[src/pkg/sysctrl_pkg.sv]
// shared constants and types for the system control coprocessor access block
`default_nettype none
package sysctrl_pkg;
    // instruction field positions
    localparam int COND_HI      = 31;
    localparam int COND_LO      = 28;
    localparam int PAT_HI       = 27;
    localparam int PAT_LO       = 24;
    localparam int OP1_HI       = 23;
    localparam int OP1_LO       = 21;
    localparam int DIR_BIT      = 20;
    localparam int PRI_HI       = 19;
    localparam int PRI_LO       = 16;
    localparam int CORE_HI      = 15;
    localparam int CORE_LO      = 12;
    localparam int CPNUM_HI     = 11;
    localparam int CPNUM_LO     = 8;
    localparam int OP2_HI       = 7;
    localparam int OP2_LO       = 5;
    localparam int MARK_BIT     = 4;
    localparam int SEC_HI       = 3;
    localparam int SEC_LO       = 0;
    localparam logic [3:0] XFER_PATTERN   = 4'hE;
    localparam logic [3:0] SYSCTRL_CP_NUM = 4'hF;
    localparam logic [3:0] ID_REG_SEL     = 4'h0;
    localparam logic [2:0] OP2_CACHE      = 3'h1;
    localparam logic [2:0] OP2_TCM        = 3'h2;
    localparam int ALT_VEC_BIT  = 13;
    // identification word fields
    localparam logic [7:0]  IMPLEMENTOR_DEF = 8'h5A; // arbitrary value
    localparam logic [3:0]  ID_RSVD_VAL     = 4'h0;
    localparam logic [3:0]  ISA_REV_DEF     = 4'h5;
    localparam logic [11:0] PART_CODE_DEF   = 12'h123; // arbitrary value
    localparam logic [3:0]  HW_VER_DEF      = 4'h0;
    // cache type word fields
    localparam logic [3:0] CACHE_KIND_DEF = 4'h7;
    localparam logic [3:0] CAP_NONE       = 4'h0;
    localparam logic [3:0] CAP_4K         = 4'h3;
    localparam logic [3:0] CAP_1M         = 4'hB;
    localparam logic [2:0] WAYS_DIRECT    = 3'h0;
    localparam logic [2:0] WAYS_TWO       = 3'h1;
    localparam logic [2:0] WAYS_FOUR      = 3'h2;
    localparam logic [1:0] LINE_8WORDS    = 2'h2;
    localparam logic [31:0] DATA_RESET    = 32'h0000_0000;

    typedef enum logic [1:0] {
        KIND_NONE,
        KIND_XFER,
        KIND_OTHER
    } instr_kind_t;

    typedef struct packed {
        logic        valid;
        logic [31:0] word;
        logic        privileged;
        logic        is_xfer;
    } coproc_req_t;

    typedef struct packed {
        logic        done;
        logic        trap;
        logic        rd_valid;
        logic [31:0] rd_data;
    } coproc_rsp_t;
endpackage
`default_nettype wire

[src/core/sysctrl_coproc_id_access.sv]
// system control coprocessor access decode, privilege trap and id registers
// Behaviour
// - reset clears all state bits except bit 13
// - during reset alt vector bit follows pin
// - unprivileged transfers to coprocessor trap
// - data-op, load, store to coprocessor trap
// - transfer word layout fixed, coprocessor 1111
// - primary select picks register, secondary refines
// - unmapped accesses harmless, give unknown result (here they read zero)
// - register 0, op2 not 1/2: id
// - id word field layout
// - register 0, op2 1: cache geometry
// - data cache capacity code 0..0b1011
// - associativity codes direct, two, four
// - present data cache reports four-way
// - absent bit zero when data cache exists
// - line length field reads 0b10
`default_nettype none
module sysctrl_coproc_id_access
    import sysctrl_pkg::*;
#(
    parameter logic        DCACHE_PRESENT = 1'b1,
    parameter logic [3:0]  DCACHE_CAP     = 4'h6,
    parameter logic        ICACHE_PRESENT = 1'b1,
    parameter logic [3:0]  ICACHE_CAP     = 4'h6,
    parameter logic [3:0]  HW_VERSION     = HW_VER_DEF,
    parameter logic [7:0]  IMPLEMENTOR    = IMPLEMENTOR_DEF,
    parameter logic [11:0] PART_CODE      = PART_CODE_DEF
) (
    // clock and reset
    input  wire logic                   ref_clk,
    input  wire logic                   resetn,
    // strap
    input  wire logic                   vector_init_pin,
    // core coprocessor request
    input  wire sysctrl_pkg::coproc_req_t req,
    // answer to core
    output sysctrl_pkg::coproc_rsp_t    rsp,
    // steering of vector base
    output logic                        alt_vector_select
);
    import sysctrl_pkg::*;

    logic        vec_pin_q1;
    logic        vec_pin_q2;
    logic        vec_pin_q3;
    logic        alt_vec_q;
    coproc_rsp_t rsp_q;
    coproc_rsp_t rsp_d;
    logic        targets_us;
    logic        is_read;
    logic [3:0]  pri_sel;
    logic [2:0]  op2_sel;
    logic [31:0] id_word;
    logic [31:0] geom_word;
    logic        priv_read;
    logic [3:0]  ans_pri_q;
    logic [2:0]  ans_op2_q;
    logic        geom_ans;
    logic        id_ans;

    // capacity code check, shared by both caches
    function automatic logic [3:0] legal_cap(input logic present, input logic [3:0] code);
        if (!present) begin
            legal_cap = CAP_NONE;
        end else if (code < CAP_4K || code > CAP_1M) begin
            legal_cap = CAP_4K;
        end else begin
            legal_cap = code;
        end
    endfunction

    // field extraction
    assign targets_us = req.word[CPNUM_HI:CPNUM_LO] == SYSCTRL_CP_NUM;
    assign is_read    = req.word[DIR_BIT];
    assign pri_sel    = req.word[PRI_HI:PRI_LO];
    assign op2_sel    = req.word[OP2_HI:OP2_LO];
    assign priv_read  = req.valid && targets_us && req.is_xfer && req.privileged && is_read;

    // read-only words
    assign id_word = {IMPLEMENTOR, ID_RSVD_VAL, ISA_REV_DEF, PART_CODE, HW_VERSION};
    assign geom_word = {3'h0, CACHE_KIND_DEF, 1'b1, 2'h0,
                        legal_cap(DCACHE_PRESENT, DCACHE_CAP),
                        DCACHE_PRESENT ? WAYS_FOUR : WAYS_DIRECT,
                        ~DCACHE_PRESENT,
                        LINE_8WORDS,
                        2'h0,
                        legal_cap(ICACHE_PRESENT, ICACHE_CAP),
                        ICACHE_PRESENT ? WAYS_FOUR : WAYS_DIRECT,
                        ~ICACHE_PRESENT,
                        LINE_8WORDS};

    // decode and trap
    always_comb begin
        rsp_d          = '0;
        rsp_d.rd_data  = DATA_RESET;
        if (req.valid && targets_us) begin
            rsp_d.done = 1'b1;
            if (!req.is_xfer) begin
                rsp_d.trap = 1'b1;
            end else if (!req.privileged) begin
                rsp_d.trap = 1'b1;
            end else if (is_read) begin
                rsp_d.rd_valid = 1'b1;
                if (pri_sel == ID_REG_SEL && op2_sel == OP2_CACHE) begin
                    rsp_d.rd_data = geom_word;
                end else if (pri_sel == ID_REG_SEL && op2_sel != OP2_TCM) begin
                    rsp_d.rd_data = id_word;
                end else begin
                    rsp_d.rd_data = DATA_RESET;
                end
            end
        end
    end

    // registered answer
    always_ff @(posedge ref_clk) begin
        if (!resetn) begin
            rsp_q <= '0;
        end else begin
            rsp_q <= rsp_d;
        end
    end

    // strap synchroniser
    always_ff @(posedge ref_clk) begin
        vec_pin_q1 <= vector_init_pin;
        vec_pin_q2 <= vec_pin_q1;
        vec_pin_q3 <= vec_pin_q2;
    end

    // alt vector bit follows pin while held in reset
    always_ff @(posedge ref_clk) begin
        if (!resetn && vec_pin_q2 == vec_pin_q3) begin
            alt_vec_q <= vec_pin_q2;
        end
    end

    assign rsp               = rsp_q;
    assign alt_vector_select = alt_vec_q;

    // selector of the answered request, for the checks below
    always_ff @(posedge ref_clk) begin
        if (!resetn) begin
            ans_pri_q <= 4'h0;
            ans_op2_q <= 3'h0;
        end else begin
            ans_pri_q <= pri_sel;
            ans_op2_q <= op2_sel;
        end
    end

    assign geom_ans = rsp.rd_valid && ans_pri_q == ID_REG_SEL && ans_op2_q == OP2_CACHE;
    assign id_ans   = rsp.rd_valid && ans_pri_q == ID_REG_SEL && ans_op2_q != OP2_CACHE
                      && ans_op2_q != OP2_TCM;

    a_trap_other_ops : assert property (@(posedge ref_clk) disable iff (!resetn)
        req.valid && targets_us && !req.is_xfer |=> rsp.trap && rsp.done)
        else $error("data-op/load/store not trapped");

    a_trap_unpriv : assert property (@(posedge ref_clk) disable iff (!resetn)
        req.valid && targets_us && !req.privileged |=> rsp.trap && !rsp.rd_valid)
        else $error("unprivileged access not trapped");

    a_id_read : assert property (@(posedge ref_clk) disable iff (!resetn)
        req.valid && targets_us && req.is_xfer && req.privileged && is_read
        && pri_sel == 4'h0 && op2_sel != 3'h1 && op2_sel != 3'h2
        |=> rsp.rd_valid && rsp.rd_data == id_word)
        else $error("id word not returned");

    a_geom_read : assert property (@(posedge ref_clk) disable iff (!resetn)
        req.valid && targets_us && req.is_xfer && req.privileged && is_read
        && pri_sel == 4'h0 && op2_sel == 3'h1
        |=> rsp.rd_data == geom_word && !rsp.trap)
        else $error("cache geometry not returned");

    a_line_words : assert property (@(posedge ref_clk) disable iff (!resetn)
        rsp.rd_valid && $past(op2_sel) == 3'h1 && $past(pri_sel) == 4'h0
        |-> rsp.rd_data[13:12] == 2'h2 && rsp.rd_data[23:22] == 2'h0)
        else $error("line length or reserved field wrong");

    a_dcache_ways : assert property (@(posedge ref_clk) disable iff (!resetn)
        geom_ans |-> rsp.rd_data[17:15] == (DCACHE_PRESENT ? 3'h2 : 3'h0)
        && rsp.rd_data[14] == !DCACHE_PRESENT)
        else $error("associativity or absent bit wrong");

    a_reset_clear : assert property (@(posedge ref_clk)
        !resetn |=> !rsp.done && !rsp.trap && rsp.rd_data == 32'h0)
        else $error("answer not cleared by reset");

    a_strap_load : assert property (@(posedge ref_clk)
        !resetn && $past(!resetn) && vec_pin_q2 == vec_pin_q3
        |=> alt_vector_select == $past(vec_pin_q2))
        else $error("alt vector bit not loaded from pin");

    a_alt_hold : assert property (@(posedge ref_clk)
        resetn && $past(resetn)
        |-> $stable(alt_vector_select))
        else $error("alt vector bit moved outside reset");

    a_rst_no_data : assert property (@(posedge ref_clk)
        !resetn
        |=> !rsp.rd_valid && !rsp.trap)
        else $error("read or trap shown after reset");

    a_foreign_cp : assert property (@(posedge ref_clk) disable iff (!resetn)
        req.valid && !targets_us
        |=> !rsp.done && !rsp.trap)
        else $error("other coprocessor answered");

    a_answer_pulse : assert property (@(posedge ref_clk) disable iff (!resetn)
        req.valid && targets_us
        |=> rsp.done)
        else $error("request not answered next cycle");

    a_back_to_back : assert property (@(posedge ref_clk) disable iff (!resetn)
        req.valid && targets_us ##1 req.valid && targets_us
        |=> rsp.done)
        else $error("second of two requests not answered");

    a_idle_quiet : assert property (@(posedge ref_clk) disable iff (!resetn)
        !req.valid
        |=> rsp == '0)
        else $error("answer without request");

    a_rdv_done : assert property (@(posedge ref_clk) disable iff (!resetn)
        rsp.rd_valid
        |-> rsp.done && !rsp.trap)
        else $error("read data without done");

    a_no_trap_read : assert property (@(posedge ref_clk) disable iff (!resetn)
        priv_read
        |=> !rsp.trap && rsp.rd_valid)
        else $error("privileged read trapped");

    a_other_reg : assert property (@(posedge ref_clk) disable iff (!resetn)
        priv_read && pri_sel != ID_REG_SEL
        |=> rsp.rd_valid && rsp.rd_data == 32'h0)
        else $error("other register read not zero");

    a_write_quiet : assert property (@(posedge ref_clk) disable iff (!resetn)
        req.valid && targets_us && req.is_xfer && req.privileged && !is_read
        |=> rsp.done && !rsp.trap && !rsp.rd_valid && rsp.rd_data == 32'h0)
        else $error("write gave data or trap");

    a_tcm_read : assert property (@(posedge ref_clk) disable iff (!resetn)
        priv_read && pri_sel == ID_REG_SEL && op2_sel == OP2_TCM
        |=> rsp.rd_valid && rsp.rd_data == 32'h0)
        else $error("memory size slot not zero");

    a_data_zero : assert property (@(posedge ref_clk) disable iff (!resetn)
        !rsp.rd_valid
        |-> rsp.rd_data == 32'h0)
        else $error("data shown without read");

    a_trap_excl : assert property (@(posedge ref_clk) disable iff (!resetn)
        rsp.trap
        |-> rsp.done && !rsp.rd_valid)
        else $error("trap with read data");

    a_unpriv_nodata : assert property (@(posedge ref_clk) disable iff (!resetn)
        req.valid && targets_us && !req.privileged
        |=> rsp.rd_data == 32'h0)
        else $error("unprivileged read leaked data");

    a_trap_prio : assert property (@(posedge ref_clk) disable iff (!resetn)
        req.valid && targets_us && !req.is_xfer && !req.privileged
        |=> rsp.trap && !rsp.rd_valid)
        else $error("unprivileged data-op not trapped");

    a_id_answer : assert property (@(posedge ref_clk) disable iff (!resetn)
        priv_read && pri_sel == ID_REG_SEL && op2_sel != OP2_CACHE && op2_sel != OP2_TCM
        |=> rsp.rd_valid)
        else $error("id read gave no data");

    a_id_vendor : assert property (@(posedge ref_clk) disable iff (!resetn)
        id_ans
        |-> rsp.rd_data[31:24] == IMPLEMENTOR && rsp.rd_data[23:20] == ID_RSVD_VAL)
        else $error("id implementor or reserved field wrong");

    a_id_rev : assert property (@(posedge ref_clk) disable iff (!resetn)
        id_ans
        |-> rsp.rd_data[19:16] == ISA_REV_DEF && rsp.rd_data[15:4] == PART_CODE)
        else $error("id revision or part field wrong");

    a_id_ver : assert property (@(posedge ref_clk) disable iff (!resetn)
        id_ans
        |-> rsp.rd_data[3:0] == HW_VERSION)
        else $error("id version field wrong");

    a_dcap_legal : assert property (@(posedge ref_clk) disable iff (!resetn)
        geom_ans
        |-> rsp.rd_data[21:18] == CAP_NONE
        || (rsp.rd_data[21:18] >= CAP_4K && rsp.rd_data[21:18] <= CAP_1M))
        else $error("data cache capacity code illegal");

    a_dcap_cfg : assert property (@(posedge ref_clk) disable iff (!resetn)
        geom_ans
        |-> (rsp.rd_data[21:18] == CAP_NONE) == !DCACHE_PRESENT)
        else $error("capacity code disagrees with presence");

    a_dways_code : assert property (@(posedge ref_clk) disable iff (!resetn)
        geom_ans
        |-> rsp.rd_data[17:15] <= WAYS_FOUR)
        else $error("associativity code illegal");

    a_rsvd_zero : assert property (@(posedge ref_clk) disable iff (!resetn)
        geom_ans
        |-> rsp.rd_data[31:29] == 3'h0 && rsp.rd_data[11:10] == 2'h0)
        else $error("reserved geometry bits not zero");

    a_kind_field : assert property (@(posedge ref_clk) disable iff (!resetn)
        geom_ans
        |-> rsp.rd_data[28:25] == CACHE_KIND_DEF && rsp.rd_data[24])
        else $error("cache kind or split bit wrong");
endmodule
`default_nettype wire

[config.mk]
export PLATFORM = sky130hd
export DESIGN_NAME = sysctrl_coproc_id_access
export DESIGN_NICKNAME = d
export VERILOG_FILES = /design/src/pkg/sysctrl_pkg.sv /design/src/core/sysctrl_coproc_id_access.sv
export SDC_FILE = /design/constraint.sdc
export NUM_CORES = 1
export LEC_CHECK = 0
export ABC_CLOCK_PERIOD_IN_PS = 1550
export BUFFER_PORTS_ARGS = -buffer_cell sky130_fd_sc_hd__buf_2
export CAP_MARGIN = 0
export CELL_PAD_IN_SITES_DETAIL_PLACEMENT = 0
export CELL_PAD_IN_SITES_GLOBAL_PLACEMENT = 1
export CORE_AREA = 2 2 58 60
export CTS_CLUSTER_DIAMETER = 30
export CTS_CLUSTER_SIZE = 14
export DETAILED_ROUTE_END_ITERATION = 10
export DIE_AREA = 0 0 60 62
export PLACE_DENSITY_LB_ADDON = 0.1
export REMOVE_ABC_BUFFERS = 1
export SYNTH_ARGS = -nofsm -noshare
export SYNTH_HDL_FRONTEND = slang
export SYNTH_SLANG_ARGS = --single-unit
[constraint.sdc]
create_clock -name ref_clk -period 1.55 [get_ports ref_clk]
set_input_delay 0 -clock ref_clk [delete_from_list [all_inputs] [get_ports ref_clk]]
set_output_delay 0 -clock ref_clk [all_outputs]
set_load 0.02 [all_outputs]
* Word-level counts from Yosys, hierarchy flattened *
Index checks and enable logic that the tools add are counted.

cells by class
  mux-type cells = 8
  eq/ne operators = 4
  bitwise operators = 5
  reductions and logical operators = 10

operators with widths
  kind                                                                     count
  33-bit 2-to-1 mux                                                        3
  35-bit 2-to-1 mux                                                        1
  32-bit 2-to-1 mux                                                        1
  31-bit 2-to-1 mux                                                        1
  6-bit OR reduction                                                       1
  1-bit inverter                                                           5
  5-bit AND reduction                                                      1
  4-bit equality test, second input constant                               1
  1-bit logical AND                                                        4
  4-bit logical NOT                                                        1
  4-bit AND reduction                                                      1
  3-bit by 1-bit equality test with 1-bit output, second input constant    1
  3-bit by 2-bit inequality test with 1-bit output, second input constant  1
  1-bit 2-to-1 mux                                                         2
  2-bit AND reduction                                                      1
  1-bit equality test                                                      1
  1-bit logical NOT                                                        1

word-level totals
  bits in registers = 39
  word-level logic and storage cells = 36
  input bits = 38

* Depth between registers and ports, before layout *
Gate-level depths: netlist of the first run.

  depth after elaboration = 8
  mapped depth = 3

* Worst setup path before layout of the first run *
OpenSTA, ideal clock, no wires.

  kind = in2reg
  from = in req[19] in the netlist's numbering
  to = reg rsp_q (netlist bit rsp[26])
  path buffers = 0
  arrival = 1127 ps
  stages = 3
  setup time = 87 ps
  data required time = 1463 ps
  slack = 336 ps
  cells stage by stage = or4_1 or4_4 nor4b_2

between the ends
  word-level cells in the longest chain between the ends = 3

ends and longest elaborated chain
  element               RTL line                         RTL
  from (decl)           sysctrl_coproc_id_access.sv:36   input wire sysctrl_pkg::coproc_req_t req,
  4-bit logical NOT     sysctrl_coproc_id_access.sv:105  if (pri_sel == ID_REG_SEL && op2_sel == OP2_CACHE) begin
  1-bit logical AND     sysctrl_coproc_id_access.sv:105
  32-bit 2-to-1 mux     sysctrl_coproc_id_access.sv:105
  to (signal assigned)  sysctrl_coproc_id_access.sv:121  rsp_q <= rsp_d;
  to (decl)             sysctrl_coproc_id_access.sv:48   coproc_rsp_t rsp_q;

Every way passes these cells.
A chain may end at the register's enable or synchronous reset.

* Worst setup path in the final report of the first run *
  from = in req[0] in the netlist's numbering
  to = reg rsp_q (netlist bit rsp[26])

between the ends
  word-level cells in the longest chain between the ends = 1

ends and longest elaborated chain
  element
  5-bit AND reduction (no source line)

Every way passes these cells.

==> run summary, run 1 <==
Cell Chain, Critical Path - dlygate4sd3_1 -> buf_2 -> nand3_2 -> or4_4 -> nor4b_2
Fmax - 801 MHz
routability cong. - 0.558
CP arrival - 1430 ps
final-report hold violation count - 0
largest net degree at the start of global routing - 9
Hold Path Class - in -> reg
Peak VDD IR - 0.129 mV
outcome - finished clean
chip width - 60 um
drt wl/cell - 7.40 um
post-synthesis sequential area ratio - 38.8%
Residual DRC - 0
Setup violations, final - 0
required time worst endpoint - 1730 ps
fin nets - 130
total grt overflow - 0
drt pass-1 iters - 2
fin crit share - 80.6%
initial antenna violation count - 0
Via Count - 419
CTS Buf Count - 3
# rows - 21
DIE HEIGHT - 62 um
reg2reg start - vec_pin_q2$_DFF_P_
layout cell share with drive strength beyond 1 - 51.6%
fillers - 357
Max Cap Viol - 0
Total Die Area - 3720 sq um
RSZ-0062 raised after global routing - no
Antenna diodes - 0
syn_area_per_cell - 9.50 sq um
Worst setup EP type - register
worst hold slack - 42.7 ps
synth warn - 0
Cell variety after synth - 16
Fin Clk Skew - 0.121 ps
Placeable Area - 3180 sq um
initial core utilization - 17.0%
PD cells - 800 nW/um^2
crit path max-delay cell type - dlygate4sd3_1
Mapped Cells - 57
CP max FO - 3
Reg clk slew, reported paths - 70 ps
setup TNS - 0 ps
Pwr Total - 0.585 mW
launch point of the worst path - req[0]
CTS HTree Levels - 1
WL final - 1010 um
Setup Crit Path Kind - in -> reg
Worst-Skew Late Latency - 260 ps
post-cts sizing count - 0
port bufs - 39
Synth Cell Area - 542 sq um
Tmin final - 1250 ps
TritonCTS clock tree - built
first-pass GRT wire length - 1340 um
Sink Count - 10
initial drt markers - 2
Final Max Tran Viols - 0
hold path start - resetn
detail-routed via count per cell - 3.06
GRT Util Overall - 5.32%
Root Buffer - clkbuf_4
Leak Pwr - 0.408 nW
crit path launch type - primary input
Largest stage delay, worst path - 520 ps
CTS Buffer Depth - 2
Post-DRT Antenna Nets - 0
vias in the first global route - 316
total I/O pin count - 74
post-CTS setup buffer count - 0
Area Overhead vs Synth - 35.1%
HPWL reported at the end of detailed placement - 851 um
Yosys reg bits - 10
[metrics by stage]
| step | std cells | worst slack, ps | cell area, sq um | util, % |
|---|---|---|---|---|
| after floorplan | 41 | 254 | 373 | - |
| after global placement | 126 | 159 | 626 | 19.7 |
| after detailed placement | 126 | 162 | 626 | 19.7 |
| after CTS | 137 | 306 | 732 | 23.0 |
| after global routing | 137 | 242 | 732 | 23.0 |
| final | 137 | 301 | 732 | 23.0 |
[timing repair]
action | in CTS | in global routing
hold endpoints to repair | 6 | 0
hold buffers | 7 | 0
setup endpoints to repair | 0 | 0
[per-layer routing]
layer	vias to the layer above	global-route usage [%]	part of all wire, %
li1	205	-	-
met1	177	6.00	43
met2	35	7.92	48
met3	2	1.86	8.9
met4	0	4.76	0.69
met5	-	0	0
[cells in the final DEF (no fill, tap or decap)]
cell,instances
or2_2,1
xor2_1,1
or4_1,1
buf_2,39
or4_4,1
a21oi_1,2
nand2_1,1
dlygate4sd3_1,7
edfxtp_1,1
nand4_1,1
clkbuf_4,3
dfxtp_1,9
conb_1,14
xnor2_1,1
nor2_1,5
clkbuf_8,1
nand3_2,1
nor4b_2,1
inv_1,1
[registers in the layout, indices dropped and copies added (netlist names)]
name / flops
vec_pin_q2: 1
vec_pin_q3: 1
alt_vector_select: 1
rsp: 6
vec_pin_q1: 1
[worst max-delay path, delay by kind of cell]
| family | cells | cell delay, ps |
|---|---|---|
| simple gates | 3 | 780 |
| buf+inv | 2 | 630 |
[kinds of logic after synthesis]
group | after synthesis | synth area share (%)
compound gates | 2 | 1.85
xor+xnor | 2 | 3.23
buf+inv | 30 | 40.9
other cells | 1 | 0.692
simple gates | 12 | 14.6
flops | 10 | 38.8
[cell usage after synthesis, drive strengths merged]
library cell  instances  area (sq um)
a21oi                 2          10.0
buf                  29           218
conb                  1          3.75
dfxtp                 9           180
edfxtp                1          30.0
inv                   1          3.75
nand2                 1          3.75
nand3                 1          10.0
nand4                 1          6.26
nor2                  5          18.8
nor4b                 1          15.0
or2                   1          6.26
or4                   2          18.8
xnor2                 1          8.76
xor2                  1          8.76
[where the power goes]
| part | leakage (nW) | switching, mW | total, mW | internal, mW |
|---|---|---|---|---|
| registers | 0.0830 | 0.00227 | 0.270 | 0.267 |
| clock network | 0.0210 | 0.0909 | 0.233 | 0.142 |
| logic | 0.304 | 0.0501 | 0.0823 | 0.0322 |
[cell type report]
type / count / area [sq um] / area share [%]
Sequential cell: 10 / 210 / 28.7
Clock buffer: 4 / 36.3 / 4.96
Tap cell: 46 / 57.6 / 7.86
Multi-Input combinational cell: 30 / 159 / 21.7
Inverter: 1 / 3.75 / 0.513
Timing Repair Buffer: 46 / 265 / 36.2
[worst paths after layout]
path,to,slack [ps],depth (start not counted)
worst max-delay path,rsp[26]$_SDFF_PN0_,300,5
worst min-delay path,alt_vector_select$_DFFE_PP_,40,2
worst max register to register,alt_vector_select$_DFFE_PP_,710,2
worst min register to register,vec_pin_q2$_DFF_P_,330,0
No activity file was read; power rests on OpenSTA's default activity.
==> run 2: changes to the inputs <==
- ABC_CLOCK_PERIOD_IN_PS: 1550 -> 1000
- CORE_AREA: 2 2 58 60 -> 2 2 62 64
- DIE_AREA: 0 0 60 62 -> 0 0 64 66
- clock period: 1.55 -> 1 ns (I/O delays scaled with it)
==> run 2 against run 1 <==
Effect of this change:
- the run now ends with setup timing left
- clock-buffer cell count did not move
- utilization fell by 2.1 points
- global-route usage fell by 0.076 points
- design area rose by 1.4%
- routed wire length rose by 2.5%
- clock power rose by 65%
- clock skew barely moved
==> run summary, run 2 (same netlist as run 1, synthesis figures left out) <==
layout cell share with drive strength beyond 1 - 53.8%
Tmin final - 1050 ps
initial core utilization - 15.3%
Final Instance Count excl. Fillers - 139
worst hold slack - 27.0 ps
drt pass-1 iters - 2
final-report hold violation count - 0
routability cong. - 0.634
commonest non-fill, non-tap cell in the layout - buf_2
final worst slack - -50.7 ps
crit path launch type - primary input
Area Overhead vs Synth - 37.0%
Setup violations, final - 1
Setup Crit Path Kind - in -> reg
Sw Pwr - 0.244 mW
WL final - 1040 um
Hold Path Class - in -> reg
chip width - 64 um
first-pass GRT wire length - 1570 um
fin util - 20.9%
fin crit share - 105%
Root Buffer - clkbuf_4
GRT Util Overall - 5.24%
Reg2Reg Setup Slack - 160 ps
total grt overflow - 0
failing checks - setup timing
PD cells - 1260 nW/um^2
Total Die Area - 4220 sq um
# rows - 22
pre-CTS setup slack - -358 ps
required time worst endpoint - 1190 ps
Hold EP - rsp[26]$_SDFF_PN0_
Post-DRT Antenna Nets - 0
CTS Buffer Depth - 2
dpl cells - 129
Placeable Area - 3550 sq um
r2r endpoint - alt_vector_select$_DFFE_PP_
Pwr Total - 0.935 mW
port bufs - 39
Worst setup EP type - register
TritonCTS clock tree - built
clock share of power - 41.1%
Worst Reg-to-Reg Cells - 2
Fin Clk Skew - 0.0914 ps
commonest cells after routing, fill and taps aside - 38 x buf_2, 14 x conb_1, 9 x dfxtp_1, 6 x dlygate4sd3_1, 5 x nor2_1
Leak Pwr - 0.410 nW
Largest register FFs - 6
CTS Buf Count - 3
CP arrival - 1240 ps
total I/O pin count - 74
initial antenna violation count - 0
reg2reg start - vec_pin_q2$_DFF_P_
switching fraction of total power - 26.1%
launch point of the worst path - req[19]
CTS HTree Levels - 1
Final Max Tran Viols - 0
vias in the first global route - 350
Int Power - 0.691 mW
Fmax - 952 MHz
initial drt markers - 16
Worst-Skew Late Latency - 270 ps
Reg clk slew, reported paths - 70 ps
CP max FO - 3
Residual DRC - 0
Sink Count - 10
Max Cap Viol - 0
Via Count - 419
detail-routed via count per cell - 3.01
combinational power share - 14.2%
DIE HEIGHT - 66 um
largest net degree at the start of global routing - 9
RSZ-0062 raised after global routing - yes
outcome - complete, but fails checks
Peak VDD IR - 0.288 mV
Antenna diodes - 0
sequential fraction of design power - 44.7%
WHS Path Cells - 2
drt wl/cell - 7.47 um
hold path start - req[7]
fin nets - 130
## run 2: cell type report
type,instances,area (sq um)
fill,402,2810
inverter,1,3.75
sequential,10,210
tap,48,60.1
multi-input combinational,30,163
timing repair buffer,46,269
clock buffer,4,36.3
## run 2: how the worst max path moves through the flow
stage,end,depth (start not counted)
final,rsp[26]$_SDFF_PN0_,4
after global routing,rsp[26]$_SDFF_PN0_,4
after detailed placement,rsp[26]$_SDFF_PN0_,4
after floorplan,rsp[13],0
after global placement,rsp[26]$_SDFF_PN0_,4
after CTS,rsp[26]$_SDFF_PN0_,4
## run 2: repair_timing
| action | 4_1_cts | 5_1_grt |
|---|---|---|
| hold buffers | 6 | 0 |
| buffers inserted | 0 | 0 |
| gates resized for setup | 2 | 0 |
| endpoints found under the setup margin | 2 | 1 |
| hold endpoints to repair | 5 | 0 |
## run 2: power by group through the flow
stage | clock, mW | combinational, mW | sequential, mW
5_1_grt | 0.437 | 0.145 | 0.419
4_1_cts | 0.412 | 0.133 | 0.418
3_3_place_gp | 0 | 0.112 | 0.427
6_report | 0.385 | 0.133 | 0.418
2_1_floorplan | 0 | 0.0612 | 0.431
3_5_place_dp | 0 | 0.111 | 0.427
## run 2: critical path, cell delays in order
cell and delay (ps):
buf_6 90, or4_4 510, or4_4 440, nor4b_2 210
## run 2: through the flow
| step | TNS [ps] | instance area (sq um) |
|---|---|---|
| global route | -60.2 | 742 |
| global placement | -866 | 636 |
| floorplan | -3010 | 373 |
| CTS | -46.2 | 742 |
| detailed placement | -923 | 636 |
| finish | -50.7 | 742 |
## run 2: per-layer routing
layer,routed length (um),GRT usage (%),vias to the layer above,part of all wire [%]
met5,0,0,-,0
met4,36,4.89,0,3.5
met3,195,2.73,5,19
met2,405,7.68,43,39
met1,401,5.36,166,39
li1,-,-,205,-
